$ cat src/ucr_pkg.sv
// Purpose: Shared constants and types for the serial channel control registers.
// Assumes: Classic Wishbone slave with 32-bit data, one register per aligned word.
// Notes:   Register indexes are multiplied by four to form byte addresses.
package ucr_pkg;

    // ----------------------------------------
    // Register map
    // ----------------------------------------
    localparam logic [2:0] IDX_DATA   = 3'h0;
    localparam logic [2:0] IDX_INTEN  = 3'h1;
    localparam logic [2:0] IDX_FIFO   = 3'h2;
    localparam logic [2:0] IDX_LINE   = 3'h3;
    localparam logic [2:0] IDX_EVENTS = 3'h4;
    localparam logic [2:0] IDX_STATE  = 3'h5;
    localparam int         ADDR_LSB   = 2;

    // ----------------------------------------
    // Reset values
    // ----------------------------------------
    localparam logic [7:0] INTEN_RST = 8'h0c;
    localparam logic [7:0] LINE_RST  = 8'h00;
    localparam logic [7:0] ISTAT_RST = 8'h00;

    // ----------------------------------------
    // Field positions
    // ----------------------------------------
    localparam int IE_RXRDY = 0;
    localparam int IE_TXRDY = 1;
    localparam int IE_RXST  = 2;
    localparam int IE_MODEM = 3;
    localparam int IE_SLEEP = 4;
    localparam int FC_EN    = 0;
    localparam int FC_FLRX  = 1;
    localparam int FC_FLTX  = 2;
    localparam int LC_STOP  = 2;
    localparam int LC_PEN   = 3;
    localparam int LC_BRK   = 6;
    localparam int LC_DLE   = 7;

    // Event bits in the event input.
    localparam int EV_LINEERR = 0;
    localparam int EV_RXAVAIL = 1;
    localparam int EV_RXTMO   = 2;
    localparam int EV_THREMPT = 3;
    localparam int EV_MODEM   = 4;
    localparam int EV_ADDR9   = 5;

    // ----------------------------------------
    // Interrupt codes and thresholds
    // ----------------------------------------
    localparam logic [5:0] IC_NONE  = 6'h01;
    localparam logic [5:0] IC_LINE  = 6'h06;
    localparam logic [5:0] IC_RXAV  = 6'h04;
    localparam logic [5:0] IC_RXTMO = 6'h0c;
    localparam logic [5:0] IC_THRE  = 6'h02;
    localparam logic [5:0] IC_MODEM = 6'h00;
    localparam logic [1:0] FIFO_ON_BITS = 2'h3;
    localparam logic [4:0] TRIG_1  = 5'h01;
    localparam logic [4:0] TRIG_4  = 5'h04;
    localparam logic [4:0] TRIG_8  = 5'h08;
    localparam logic [4:0] TRIG_14 = 5'h0e;
    localparam logic [4:0] LOW_TRIG = 5'h01;

    // Stop length in half bits.
    localparam logic [2:0] STOP_ONE  = 3'h2;
    localparam logic [2:0] STOP_ONEH = 3'h3;
    localparam logic [2:0] STOP_TWO  = 3'h4;

    typedef enum logic [2:0] {
        PAR_NONE  = 3'b001,
        PAR_CALC  = 3'b010,
        PAR_FORCE = 3'b100
    } ucr_par_t;

    // Frame settings handed to the shifters.
    typedef struct packed {
        logic [3:0] dataBits;
        logic [2:0] stopHalves;
        ucr_par_t   parMode;
        logic       parOdd;
        logic       parForced;
        logic       brk;
    } ucr_frame_t;

    // Queue control handed to the queues.
    typedef struct packed {
        logic       fifoMode;
        logic       flushRx;
        logic       flushTx;
        logic [4:0] upperTrig;
        logic [4:0] lowerTrig;
    } ucr_queue_t;

    typedef struct packed {
        logic [1:0] rsync;
        logic [7:0] inten;
        logic [7:0] line;
        logic       fifoMode;
        logic [1:0] trigSel;
        logic       flushRx;
        logic       flushTx;
        logic [7:0] istat;
        logic       irq;
        logic       rtsOn;
        logic       clkEn;
        logic       ack;
        logic [31:0] rdat;
        logic [7:0] dll;
        logic [7:0] divisor_high_byte;
        ucr_frame_t frame;
        ucr_queue_t queue;
    } ucr_state_t;

endpackage

$ cat src/ucr_regs.sv
// Purpose: Control, interrupt and framing registers of one serial channel.
// Assumes: Wishbone classic slave; queue, shifter and modem logic live outside.
// Notes:   Answers every access with ack one cycle after the request arrives.
//
// What this block does
// - Interrupt enable at 1, resets to 0x0c.
// - Enable bit 0 gates receiver ready interrupt.
// - Enable bit 1 gates holding empty interrupt.
// - Enable bit 2 gates line error interrupt.
// - Enable bit 3 gates modem change interrupt.
// - Enable bit 4 stops channel clock (sleep).
// - Bit 1 flushes receive queue, FIFO mode only.
// - Mode change flushes receive queue automatically.
// - Bit 2 flushes transmit queue likewise.
// - Bits 7:6 pick threshold 1, 4, 8, 14.
// - Request-to-send hysteresis between upper and lower thresholds.
// - Byte mode forces all thresholds to one.
// - Status at 2 shows top source, resets 0x00.
// - Line error highest, then data or timeout.
// - Holding empty priority three, modem lowest.
// - Status bit 0 high when nothing pending.
// - Line bits 1:0 set five to eight bits.
// - Line bit 2 selects one, 1.5 or 2 stops.
// - Line bits 5:3 choose parity kind.
// - Nine-bit mode disables parity entirely.
// - Line bit 6 forces break on output.
// - Line bit 7 maps divisor latch; resets 0x00.
// - Reset starts channel in byte mode.
`timescale 1ns/1ps
module ucr_regs #(
    parameter int DW = 32
) (
    // Clock and reset
    input  wire logic              mclk,
    input  wire logic              resetn,
    // Wishbone slave
    input  wire logic              wb_cyc_i,
    input  wire logic              wb_stb_i,
    input  wire logic              wb_we_i,
    input  wire logic [4:0]        wb_adr_i,
    input  wire logic [3:0]        wb_sel_i,
    input  wire logic [DW-1:0]     wb_dat_i,
    output logic      [DW-1:0]     wb_dat_o,
    output logic                   wb_ack_o,
    // Channel status
    input  wire logic [5:0]        events,
    input  wire logic [4:0]        rxFill,
    input  wire logic              nineBitMode,
    // Channel control
    output ucr_pkg::ucr_frame_t    frame,
    output ucr_pkg::ucr_queue_t    queue,
    output logic                   channelClkEn,
    output logic                   rtsActive,
    output logic                   irq
);

    // ----------------------------------------
    // Helpers
    // ----------------------------------------
    function automatic logic [4:0] upperOf(input logic fifoOn, input logic [1:0] sel);
        logic [4:0] t;
        t = ucr_pkg::TRIG_1;
        if (fifoOn) begin
            unique case (sel)
                2'h0: t = ucr_pkg::TRIG_1;
                2'h1: t = ucr_pkg::TRIG_4;
                2'h2: t = ucr_pkg::TRIG_8;
                2'h3: t = ucr_pkg::TRIG_14;
            endcase
        end
        return t;
    endfunction

    ucr_pkg::ucr_state_t s_q;
    ucr_pkg::ucr_state_t s_d;

    logic       rstn;
    logic       req;
    logic       wr;
    logic       rd;
    logic [2:0] idx;
    logic [7:0] wb0;
    logic [7:0] en;
    logic [5:0] code;
    logic       newFifo;

    assign rstn = rsync_q[1];
    assign req  = wb_cyc_i && wb_stb_i && !s_q.ack;
    assign wr   = req && wb_we_i && wb_sel_i[0];
    assign rd   = req && !wb_we_i;
    assign idx  = wb_adr_i[4:ucr_pkg::ADDR_LSB];
    assign wb0  = wb_dat_i[7:0];

    // ----------------------------------------
    // Reset release
    // ----------------------------------------
    logic [1:0] rsync_q;
    always_ff @(posedge mclk or negedge resetn) begin
        if (!resetn) begin
            rsync_q <= 2'h0;
        end else begin
            rsync_q <= {rsync_q[0], 1'b1};
        end
    end

    // ----------------------------------------
    // Next state
    // ----------------------------------------
    always_comb begin
        s_d       = s_q;
        s_d.rsync = {2{rsync_q[1]}};
        s_d.ack   = req;
        s_d.flushRx = 1'b0;
        s_d.flushTx = 1'b0;
        en   = s_q.inten;
        code = ucr_pkg::IC_NONE;
        newFifo = s_q.fifoMode;

        if (wr) begin
            unique case (idx)
                ucr_pkg::IDX_DATA: begin
                    if (s_q.line[ucr_pkg::LC_DLE]) s_d.dll = wb0;
                end
                ucr_pkg::IDX_INTEN: begin
                    if (s_q.line[ucr_pkg::LC_DLE]) begin
                        s_d.divisor_high_byte = wb0;
                    end else begin
                        s_d.inten = {3'h0, wb0[4:0]};
                    end
                end
                ucr_pkg::IDX_FIFO: begin
                    newFifo     = wb0[ucr_pkg::FC_EN];
                    s_d.fifoMode = newFifo;
                    s_d.trigSel = wb0[7:6];
                    // Flush applies only in FIFO mode; a mode change always flushes receive.
                    s_d.flushRx = (newFifo && wb0[ucr_pkg::FC_FLRX]) || (newFifo != s_q.fifoMode);
                    s_d.flushTx = newFifo && wb0[ucr_pkg::FC_FLTX];
                end
                ucr_pkg::IDX_LINE: s_d.line = wb0;
                default: ;
            endcase
        end

        // Priority encoder of enabled sources.
        if (en[ucr_pkg::IE_RXST] && (events[ucr_pkg::EV_LINEERR] || events[ucr_pkg::EV_ADDR9])) begin
            code = ucr_pkg::IC_LINE;
        end else if (en[ucr_pkg::IE_RXRDY] && events[ucr_pkg::EV_RXAVAIL]) begin
            code = ucr_pkg::IC_RXAV;
        end else if (en[ucr_pkg::IE_RXRDY] && events[ucr_pkg::EV_RXTMO]) begin
            code = ucr_pkg::IC_RXTMO;
        end else if (en[ucr_pkg::IE_TXRDY] && events[ucr_pkg::EV_THREMPT]) begin
            code = ucr_pkg::IC_THRE;
        end else if (en[ucr_pkg::IE_MODEM] && events[ucr_pkg::EV_MODEM]) begin
            code = ucr_pkg::IC_MODEM;
        end
        s_d.istat = {(s_q.fifoMode ? ucr_pkg::FIFO_ON_BITS : 2'h0), code};
        s_d.irq   = (code != ucr_pkg::IC_NONE);

        s_d.clkEn = !s_q.inten[ucr_pkg::IE_SLEEP];

        // Flow control hysteresis on receive fill.
        s_d.queue.upperTrig = upperOf(s_q.fifoMode, s_q.trigSel);
        s_d.queue.lowerTrig = ucr_pkg::LOW_TRIG;
        s_d.queue.fifoMode  = s_q.fifoMode;
        s_d.queue.flushRx   = s_q.flushRx;
        s_d.queue.flushTx   = s_q.flushTx;
        if (rxFill >= s_q.queue.upperTrig) begin
            s_d.rtsOn = 1'b0;
        end else if (rxFill < s_q.queue.lowerTrig || rxFill == s_q.queue.lowerTrig - 5'h01) begin
            s_d.rtsOn = 1'b1;
        end

        // Frame format.
        s_d.frame.dataBits = 4'h5 + {2'h0, s_q.line[1:0]};
        if (!s_q.line[ucr_pkg::LC_STOP]) begin
            s_d.frame.stopHalves = ucr_pkg::STOP_ONE;
        end else begin
            s_d.frame.stopHalves = (s_q.line[1:0] == 2'h0) ? ucr_pkg::STOP_ONEH : ucr_pkg::STOP_TWO;
        end
        if (nineBitMode || !s_q.line[ucr_pkg::LC_PEN]) begin
            s_d.frame.parMode = ucr_pkg::PAR_NONE;
        end else if (s_q.line[5]) begin
            s_d.frame.parMode = ucr_pkg::PAR_FORCE;
        end else begin
            s_d.frame.parMode = ucr_pkg::PAR_CALC;
        end
        s_d.frame.parOdd    = !s_q.line[4];
        s_d.frame.parForced = !s_q.line[4];
        s_d.frame.brk       = s_q.line[ucr_pkg::LC_BRK];

        // Read mux; reads have no side effects on sources.
        s_d.rdat = '0;
        if (rd) begin
            unique case (idx)
                ucr_pkg::IDX_DATA:   s_d.rdat[7:0] = s_q.line[ucr_pkg::LC_DLE] ? s_q.dll : 8'h00;
                ucr_pkg::IDX_INTEN:  s_d.rdat[7:0] = s_q.line[ucr_pkg::LC_DLE] ? s_q.divisor_high_byte : s_q.inten;
                ucr_pkg::IDX_FIFO:   s_d.rdat[7:0] = s_q.istat;
                ucr_pkg::IDX_LINE:   s_d.rdat[7:0] = s_q.line;
                ucr_pkg::IDX_EVENTS: s_d.rdat[5:0] = events;
                ucr_pkg::IDX_STATE:  s_d.rdat[4:0] = rxFill;
                default: ;
            endcase
        end
    end

    // ----------------------------------------
    // State register
    // ----------------------------------------
    always_ff @(posedge mclk or negedge rstn) begin
        if (!rstn) begin
            s_q          <= '0;
            s_q.rsync    <= 2'h3;
            s_q.inten    <= ucr_pkg::INTEN_RST;
            s_q.line     <= ucr_pkg::LINE_RST;
            s_q.istat    <= ucr_pkg::ISTAT_RST;
            s_q.fifoMode <= 1'b0;
            s_q.rtsOn    <= 1'b1;
            s_q.clkEn    <= 1'b1;
            s_q.frame.parMode  <= ucr_pkg::PAR_NONE;
            s_q.frame.dataBits <= 4'h5;
            s_q.frame.stopHalves <= ucr_pkg::STOP_ONE;
            s_q.queue.upperTrig <= ucr_pkg::TRIG_1;
            s_q.queue.lowerTrig <= ucr_pkg::LOW_TRIG;
        end else begin
            s_q <= s_d;
        end
    end

    assign wb_dat_o     = s_q.rdat;
    assign wb_ack_o     = s_q.ack;
    assign frame        = s_q.frame;
    assign queue        = s_q.queue;
    assign channelClkEn = s_q.clkEn;
    assign rtsActive    = s_q.rtsOn;
    assign irq          = s_q.irq;
endmodule

$ cat config.mk
export PLATFORM = sky130hd
export DESIGN_NAME = ucr_regs
export DESIGN_NICKNAME = d
export VERILOG_FILES = /design/src/ucr_pkg.sv /design/src/ucr_regs.sv
export SDC_FILE = /design/constraint.sdc
export NUM_CORES = 1
export LEC_CHECK = 0
export BUFFER_PORTS_ARGS = -buffer_cell sky130_fd_sc_hd__buf_4
export CAP_MARGIN = 5
export CORE_UTILIZATION = 36
export DETAILED_ROUTE_END_ITERATION = 8
export PLACE_DENSITY_LB_ADDON = 0.05
export RECOVER_POWER = 50
export SLEW_MARGIN = 20
export SYNTH_ARGS = -nofsm -noshare
export SYNTH_HDL_FRONTEND = slang
export SYNTH_SLANG_ARGS = --single-unit
$ cat constraint.sdc
create_clock -name mclk -period 2.9 [get_ports mclk]
set_clock_uncertainty 0.2 [all_clocks]
set_input_delay 0.58 -clock mclk [delete_from_list [all_inputs] [get_ports mclk]]
set_output_delay 0.58 -clock mclk [all_outputs]
set_load 0.02 [all_outputs]
==> metrics.md, run 1 <==
| Metric | Value |
|---|---|
| Pre-CTS setup slack | 398 ps |
| Initial antenna violation count | 0 |
| CTS Hold Bufs | 1 |
| Main combinational cell family by area after synthesis | multiplexers |
| PwrDens | 549 nW/µm² |
| Period minus WS final | 2410 ps |
| Post-route DRC | 0 |
| Fin. Hold Viols | 0 |
| Post-synthesis mux area share | 15.1% |
| Adder-Cell Fraction of Synth Area | 2.15% |
| Yosys reg bits | 71 |
| Fmax | 0.415 GHz |
| Root Driver | clkbuf_8 |
| Drt first pass iters | 4 |
| Actual transition at the worst max-transition pin | 1250 ps |
| RSZ-0062 raised after global routing | false |
| Number of top-level pins | 120 |
| Comb power frac | 14.2% |
| Post-Syn Instances | 279 |
| H-Tree Depth | 3 |
| VDD IR max | 0.000203 V |
| Via count | 2,092 |
| Total Routing Usage GR | 15.3% |
| Post-DP HPWL | 5200 µm |
| Fin Setup TNS | 0 ps |
| Crit Path Max Fanout | 10 |
| Clock buffer count from CTS | 9 |
| Post-route setup slack | 490 ps |
| Tcrit/Tclk final | 83.1% |
| Area delta synth->final | 15.7% |
| Final ANT Viol Nets | 0 |
| Data required time at the worst endpoint | 2920 ps |
| Psw | 0.000579 W |
| Layout cells sized above 1 | 43.4% |
| Syn_area_per_cell | 12.5 µm² |
| Class of the most critical setup path | register to register |
| Crit path buf inv count | 0 |
| Register area share after synthesis | 51.2% |
| Vias in the first global route | 2,007 |
| Die area | 10,100 µm² |
| Most common cell after layout, fill and taps aside | buf_4 |
| Final wirelength | 7100 µm |
| Dpl cell area | 3840 µm² |
| Worst-case clock buffer depth | 2 |
| Design area | 4040 µm² |
| Core area | 9330 µm² |
| Critical path, cell by cell | nand3b_1, nor4_2, mux2_2 |
| Port-buffer cells | 60 |
| Class of the worst hold path | register to register |
| CTS clock-pin slew for the worst setup and hold paths | 70 ps |
| Row cnt | 35 |
| DR vias/cell | 4.54 |
| Post-Syn Area | 3490 µm² |
| Cell family with most CP delay | simple AND/OR/NAND/NOR gates |
| Global-route wire length before repair | 11,200 µm |
| Final-report setup violation count | 0 |
| Clock power frac | 35.9% |
| Final Core Density | 43.3% |
| GRT overflow | 0 |
| Placer Congestion | 0.760 |
| Nets | 391 |
| Switch share | 26.1% |
| Outcome | finished, final reports clean |
| Initial Utilization | 37.4% |
| Crit. End Element | register |
| Flop pwr share | 49.9% |
| Most frequent cells in the layout | 68 x buf_4, 62 x dfrtp_1, 45 x mux2_2 |
| Headroom to the max-slew limit | 16.6% |
| Die Wd | 100 µm |
| CTS tree | yes |
| Number of antenna diodes | 0 |
| Crit path DAT | 2430 ps |
| Internal power | 0.00164 W |
| Crit-path max cell delay | 780 ps |
| Simple-Gate Fraction of Synth Area | 10.2% |
| Post-CTS sizing | 0 |
| DRT iter0 DRCs | 59 |
| Pin count of the biggest net entering global routing | 41 |
| Post-CTS setup buffers | 0 |
| XOR/XNOR Fraction of Synth Area | 0% |
| Lkg Pwr | 1.97 nW |
| Crit-path slowest cell | nor4_2 |
| Die H | 100 µm |
| Setup crit start kind | register |
| Worst-Skew Late Latency | 340 ps |
| MaxCap Viol Count | 0 |
| Cell variety after synth | 47 |
| Fin Hold WS | 149 ps |
| Post-synthesis compound-gate area fraction | 6.20% |
| Slew Viols, Final | 0 |
| Drt wl/cell | 15.4 µm |
| Yosys warnings | 0 |
| Clock sink total | 71 |
[sequential cells by signal (all words and copies together) (netlist names), 2 cells and up]
name and cells:
en 5, frame 12, queue 6, rsync_q 2, s_d 4, s_q 30, wb_dat_o 8
[power groups by stage]
stage	registers, W	logic (W)	clock network (W)
global route	0.00112	0.000344	0.000875
global placement	0.00113	0.000318	0
detailed placement	0.00113	0.000319	0
finish	0.00111	0.000314	0.000796
CTS	0.00111	0.000321	0.000829
floorplan	0.00113	0.000245	0
[cell families (layout without fill, tap and decap cells)]
kind of cell    count (synthesis)  count (layout)
fa+ha+maj                       6               6
simple gates                   46              46
mux                            47              47
other cells                     2              31
flops                          71              71
buf+inv                        78             102
compound gates                 29              29
[metrics by stage]
step | total power, W | instances
final | 0.00222 | 461
after global routing | 0.00234 | 461
after CTS | 0.00226 | 461
after detailed placement | 0.00145 | 444
after global placement | 0.00145 | 444
after floorplan | 0.00137 | 308
[cells in the mapped netlist (all sizes together)]
library cell / count / share of area [%]
buf: 61 / 13
a211o: 1 / 0.25
nand3b: 2 / 0.54
nand3: 1 / 0.14
a2111oi: 2 / 0.50
a32oi: 2 / 0.50
and4b: 1 / 0.29
a221oi: 1 / 0.25
o21a: 1 / 0.22
and2: 3 / 0.54
a221o: 1 / 0.29
dfstp: 9 / 6.8
o211a: 1 / 0.29
a222oi: 3 / 0.86
or3b: 1 / 0.32
nor4: 5 / 2.4
or3: 1 / 0.18
nor3b: 2 / 0.43
a211oi: 1 / 0.22
and3b: 4 / 1.0
nand2b: 3 / 0.54
o221a: 1 / 0.32
o21ai: 6 / 0.86
dfrtp: 62 / 44
or4: 1 / 0.22
nor3: 1 / 0.47
inv: 14 / 1.5
nor2: 4 / 0.43
conb: 2 / 0.22
a22oi: 2 / 0.43
or4b: 1 / 0.39
a31oi: 1 / 0.18
mux2: 45 / 15
nor4b: 1 / 0.25
a2111o: 1 / 0.32
ha: 6 / 2.2
mux2i: 2 / 0.57
nor2b: 5 / 0.90
nand2: 8 / 0.86
clkbuf: 3 / 0.32
a21oi: 5 / 0.72
and3: 2 / 0.36
[metal layers]
layer  up-vias  wire length (µm)  GRT usage (%)
met5         -                 0              0
met4         0                79           5.02
met3         6               259           4.09
met2        55              3480           24.0
met1      1049              3280           20.5
li1        982                 -              -
[path summary, 6_finish.rpt]
check | to | cells past startpoint | slack (ps) | start
worst max-delay path | s_q[88] | 3 | 490 | wb_ack_o
worst min-delay path | queue[10] | 0 | 150 | s_d[10]
worst max register to register | s_q[88] | 3 | 490 | wb_ack_o
worst min register to register | queue[10] | 0 | 150 | s_d[10]
max in group asynchronous | rtsActive | 1 | 1290 | rsync_q[1]
min in group asynchronous | wb_dat_o[4] | 0 | 330 | rsync_q[1]
[cell type report]
class                           instances  area, µm²
Fill cell                             915       5290
Sequential cell                        71       1790
Multi-Input combinational cell        159       1290
Timing Repair Buffer                   72        548
Tap cell                              129        161
Clock buffer                           13        159
Inverter                               14       52.6
Clock inverter                          3       42.5
[worst register-to-register path, cell delays in order (launching register included)]
cell and delay [ps]:
dfrtp_1 370, nand3b_1 530, nor4_2 790, mux2_2 410
Note: power is estimated with default switching activity, not from simulation.
==> run 2: changes to the inputs <==
--- a/config.mk
+++ b/config.mk
@@ -5,6 +5,7 @@
 export SDC_FILE = /design/constraint.sdc
 export NUM_CORES = 1
 export LEC_CHECK = 0
+export ABC_AREA = 1
 export BUFFER_PORTS_ARGS = -buffer_cell sky130_fd_sc_hd__buf_4
 export CAP_MARGIN = 5
 export CORE_UTILIZATION = 36
==> constraint.sdc (replaced) <==
create_clock -name mclk -period 2.36 [get_ports mclk]
set_clock_uncertainty 0.2 [all_clocks]
set_input_delay 0.472 -clock mclk [delete_from_list [all_inputs] [get_ports mclk]]
set_output_delay 0.472 -clock mclk [all_outputs]
set_load 0.02 [all_outputs]
==> metrics.md, run 2 <==
| Metric | Value |
|---|---|
| Outcome | finished, final reports clean |
| Share of the synthesized area in the top cell type | 43.6% |
| Post-route DRC | 0 |
| Design area | 4040 µm² |
| Register area share after synthesis | 50.2% |
| Top cells by area, synth | dfrtp_1 44%, buf_4 13%, nand2_1 9.8% |
| Core area | 9420 µm² |
| CTS tree | yes |
| Post-CTS setup buffers | 0 |
| Pre-CTS setup slack | 534 ps |
| Root Driver | clkbuf_8 |
| Yosys reg bits | 71 |
| Cell variety after synth | 29 |
| Crit-path slowest cell | dfrtp_1 |
| Tcrit/Tclk final | 75.7% |
| Row cnt | 35 |
| Post-Syn Instances | 399 |
| Most frequent cell after synthesis | nand2_1 |
| Post-Layout Cell Count | 569 |
| DRT iter0 DRCs | 102 |
| Post-Syn Area | 3560 µm² |
| Post-route setup slack | 572 ps |
| PwrDens | 700 nW/µm² |
| GRT overflow | 0 |
| Via count | 2,440 |
| Max FFs per register | 30 |
| Yosys warnings | 0 |
| Crit path DAT | 1850 ps |
| Headroom to the max-slew limit | 57.5% |
| Synth cell count leaders | 93 x nand2_1, 62 x dfrtp_1, 60 x buf_4 |
| VDD IR max | 0.000269 V |
| Post-CTS sizing | 0 |
| Final-report setup violation count | 0 |
| Vias in the first global route | 2,203 |
| RSZ-0062 raised after global routing | false |
| H-Tree Depth | 3 |
| Die area | 10,300 µm² |
| Dpl cells | 552 |
| Fmax | 0.559 GHz |
| Clock sink total | 71 |
| Crit-path max cell delay | 750 ps |
| Port-buffer cells | 60 |
| Drt wl/cell | 12.9 µm |
| Ys async rst share | 100% |
| DR vias/cell | 4.29 |
| Fin Hold WS | 78.6 ps |
| MaxCap Viol Count | 0 |
| Clock buffer count from CTS | 9 |
| Post-synth top area cell | dfrtp_1 |
| Critical path, cell by cell | inv_1, nand2_1, nand2_1, nor2_1, nor2_1, a21oi_1 |
| CTS clock-pin slew for the worst setup and hold paths | 80 ps |
| Crit. End Element | register |
| Die Wd | 101 µm |
| Placer Congestion | 0.817 |
| Initial antenna violation count | 0 |
| Total Routing Usage GR | 15.5% |
| Slew Viols, Final | 0 |
| Most common cell after layout, fill and taps aside | nand2_1 |
| Syn_area_per_cell | 8.92 µm² |
| Pin count of the biggest net entering global routing | 70 |
| Top reg by flops | s_q |
| Dpl cell area | 3810 µm² |
| Data required time at the worst endpoint | 2420 ps |
| Setup crit start kind | register |
| Post-DP HPWL | 5300 µm |
| Worst-Skew Late Latency | 340 ps |
| Die H | 101 µm |
| Global-route wire length before repair | 11,600 µm |
| Initial Utilization | 37.8% |
| Fin Setup TNS | 0 ps |
| Crit Path Max Fanout | 17 |
| Class of the worst hold path | register to async pin |
| Nets | 499 |
| Lkg Pwr | 2.06 nW |
| Number of top-level pins | 120 |
| Class of the most critical setup path | register to register |
| Number of antenna diodes | 0 |
| Layout cells sized above 1 | 24.8% |
| EDFF count, synth | 0 |
| Drt first pass iters | 5 |
| Period minus WS final | 1790 ps |
| Most frequent cells in the layout | 93 x nand2_1, 62 x buf_4, 61 x dfrtp_1 |
| Worst-case clock buffer depth | 2 |
| Final wirelength | 7340 µm |
| Area delta synth->final | 13.4% |
| Fin. Hold Viols | 0 |
| Final ANT Viol Nets | 0 |
| Prevailing post-synth register cell | dfrtp_1 |
| Actual transition at the worst max-transition pin | 638 ps |
## run 2: where the power goes
group | total [W] | switching, W | internal (W) | leakage (nW)
clock network | 0.00108 | 0.000455 | 0.000624 | 0.110
logic | 0.000380 | 0.000245 | 0.000135 | 1.02
registers | 0.00136 | 0.0000613 | 0.00130 | 0.932
total | 0.00282 | 0.000762 | 0.00206 | 2.06
## run 2: final timing paths
| kind | cells after the start | endpoint | from | slack (ps) |
|---|---|---|---|---|
| setup / recovery | 6 | wb_dat_o[0] | s_q[98] | 570 |
| max in group asynchronous | 1 | rtsActive | rsync_q[1] | 1540 |
| hold / removal | 1 | frame[0] | rsync_q[1] | 80 |
| hold reg to reg | 1 | frame[0] | rsync_q[1] | 80 |
| min in group mclk | 2 | s_q[81] | events[1] | 100 |
| setup reg to reg | 6 | wb_dat_o[0] | s_q[98] | 570 |
## run 2: layer usage
metal | routed length (µm) | GRT usage [%] | up-vias
met5 | 0 | 0 | -
met3 | 309 | 3.45 | 10
met1 | 3600 | 21.7 | 1105
met4 | 121 | 7.02 | 0
met2 | 3310 | 22.9 | 74
li1 | - | - | 1251
## run 2: what timing repair did
item                                   4_1_cts  5_1_grt
hold buffers                                 1        0
endpoints found under the hold margin        2        0
setup endpoints to repair                    0        0
## run 2: area by class of cell
| cell class | count | area (µm²) |
|---|---|---|
| multi-input cells | 245 | 1200 |
| repair buffers | 65 | 499 |
| fillers | 953 | 5380 |
| well taps | 129 | 161 |
| inverters | 43 | 161 |
| clock buffers | 11 | 141 |
| clock inverters | 5 | 81.3 |
| flip-flops and latches | 71 | 1790 |
## run 2: logic make-up (layout without fill, tap and decap cells)
group	Yosys count	count (layout)	share of synthesized area (%)
other	2	31	0.211
flip-flops	71	71	50.2
AND/OR/NAND/NOR	162	162	20.9
AO/OA/AOI/OAI	46	46	7.48
buffers and inverters	112	124	19.1
adder cells (fa/ha/maj)	6	6	2.11
## run 2: stage by stage
stage	util, %	power [W]
CTS	42.9	0.00287
global route	42.9	0.00297
finish	42.9	0.00282
floorplan	-	0.00169
global placement	40.4	0.00177
detailed placement	40.4	0.00177
## run 2: critical path, delay by kind of cell (launching register included)
| family | cells | cell delay, ps |
|---|---|---|
| flops | 1 | 750 |
| simple gates | 4 | 350 |
| buf+inv | 1 | 240 |
| compound gates | 1 | 160 |
==> run 3: changes to the inputs <==
==> constraint.sdc (replaced) <==
create_clock -name mclk -period 1.7 [get_ports mclk]
set_clock_uncertainty 0.2 [all_clocks]
set_input_delay 0.34 -clock mclk [delete_from_list [all_inputs] [get_ports mclk]]
set_output_delay 0.34 -clock mclk [all_outputs]
set_load 0.02 [all_outputs]
==> metrics.md, run 3 (synthesis gave the netlist of run 2 again) <==
| Metric | Value |
|---|---|
| Max FFs per register | 30 |
| Clock sink total | 71 |
| Initial antenna violation count | 0 |
| Slew Viols, Final | 0 |
| Actual transition at the worst max-transition pin | 949 ps |
| Class of the worst hold path | primary input to register |
| Fin Hold WS | 17.3 ps |
| Initial Utilization | 37.8% |
| CTS tree | yes |
| Drt wl/cell | 13.1 µm |
| Drt first pass iters | 4 |
| MaxCap Viol Count | 0 |
| Port-buffer cells | 60 |
| Final ANT Viol Nets | 0 |
| Headroom to the max-slew limit | 36.7% |
| Fmax | 0.620 GHz |
| Most frequent cells in the layout | 92 x nand2_1, 72 x buf_4, 61 x dfrtp_1 |
| Final-report setup violation count | 0 |
| Core area | 9420 µm² |
| Via count | 2,494 |
| Most common cell after layout, fill and taps aside | nand2_1 |
| Data required time at the worst endpoint | 1740 ps |
| Pre-CTS setup slack | 39.4 ps |
| Crit. End Element | register |
| GRT overflow | 0 |
| Crit Path Max Fanout | 16 |
| Post-Layout Cell Count | 582 |
| Root Driver | clkbuf_8 |
| Worst-Skew Late Latency | 360 ps |
| Lkg Pwr | 2.10 nW |
| Final wirelength | 7600 µm |
| Fin Setup TNS | 0 ps |
| Global-route wire length before repair | 12,100 µm |
| Pin count of the biggest net entering global routing | 70 |
| Tcrit/Tclk final | 94.9% |
| Fin. Hold Viols | 0 |
| Vias in the first global route | 2,310 |
| RSZ-0062 raised after global routing | true |
| Placer Congestion | 0.787 |
| H-Tree Depth | 3 |
| Total Routing Usage GR | 15.9% |
| Setup crit start kind | register |
| DRT iter0 DRCs | 126 |
| Dpl cells | 562 |
| Post-route setup slack | 86.7 ps |
| CTS clock-pin slew for the worst setup and hold paths | 80 ps |
| Final Core Density | 43.5% |
| Die Wd | 101 µm |
| Top reg by flops | s_q |
| Worst-case clock buffer depth | 2 |
| DR vias/cell | 4.29 |
| Number of antenna diodes | 0 |
| PwrDens | 897 nW/µm² |
| Area delta synth->final | 15.1% |
| Die H | 101 µm |
| Die area | 10,300 µm² |
| Post-route DRC | 0 |
| Row cnt | 35 |
| Period minus WS final | 1610 ps |
| Layout cells sized above 1 | 26.7% |
| Clock buffer count from CTS | 9 |
| Number of top-level pins | 120 |
| Post-DP HPWL | 5560 µm |
| Outcome | finished, final reports clean |
| VDD IR max | 0.000351 V |
| Crit path DAT | 1660 ps |
| Nets | 512 |
| Class of the most critical setup path | register to register |
-- run 3: changes by cell type in the layout (fill, tap and decap cells not counted) --
| cell | change |
|---|---|
| clkinvlp_4 | +1 |
| dlygate4sd3_1 | +2 |
| clkinv_4 | +1 |
| nand2_1 | -1 |
| nand3_2 | -1 |
| clkbuf_8 | -1 |
| nand2_2 | +1 |
| nand3_4 | +1 |
| buf_4 | +10 |
| clkbuf_4 | +1 |
| inv_6 | +1 |
| bufinv_16 | -2 |
-- run 3: worst max-delay path, cell delays in order (launching register included) --
cell and delay [ps]:
dfrtp_1 370, nand3b_1 230, nor2_4 290, nand3_4 110, buf_12 170, nand2_1 70
o21ai_2 50
-- run 3: final timing paths --
check,from,end,slack (ps),cells past startpoint
max,wb_ack_o,s_q[28],90,6
max reg2reg,wb_ack_o,s_q[28],90,6
min reg2reg,rsync_q[0],rsync_q[1],150,0
min in group asynchronous,resetn,rsync_q[1],90,2
max in group asynchronous,rsync_q[1],s_q[80],370,1
min,nineBitMode,frame[3],20,3
-- run 3: metal layers --
layer | track usage, % | wire length [µm]
met4 | 6.47 | 129
met5 | 0 | 0
met2 | 23.6 | 3350
met1 | 22.6 | 3840
met3 | 3.45 | 289
-- run 3: power by group --
group          leakage (nW)  internal (W)  switching [W]
clock                0.0829      0.000537       0.000699
combinational          1.08      0.000201       0.000357
sequential            0.932       0.00181      0.0000759
-- run 3: repair_timing --
item	CTS	global route
hold buffers	3	0
setup buffers	0	1
setup endpoints to repair	0	14
gates resized for setup	0	2
hold endpoints to repair	4	0
-- run 3: final cells by class --
class / instances / area, µm²
fillers: 971 / 5320
flip-flops and latches: 71 / 1790
multi-input cells: 245 / 1210
repair buffers: 78 / 602
inverters: 43 / 161
well taps: 129 / 161
clock buffers: 10 / 128
clock inverters: 6 / 46.3
-- run 3: metrics by stage --
step / instance area (µm²) / power (W)
6_report: 4100 / 0.00368
3_3_place_gp: 3880 / 0.00248
5_1_grt: 4100 / 0.00388
3_5_place_dp: 3880 / 0.00248
4_1_cts: 4090 / 0.00373
2_1_floorplan: 3670 / 0.00235
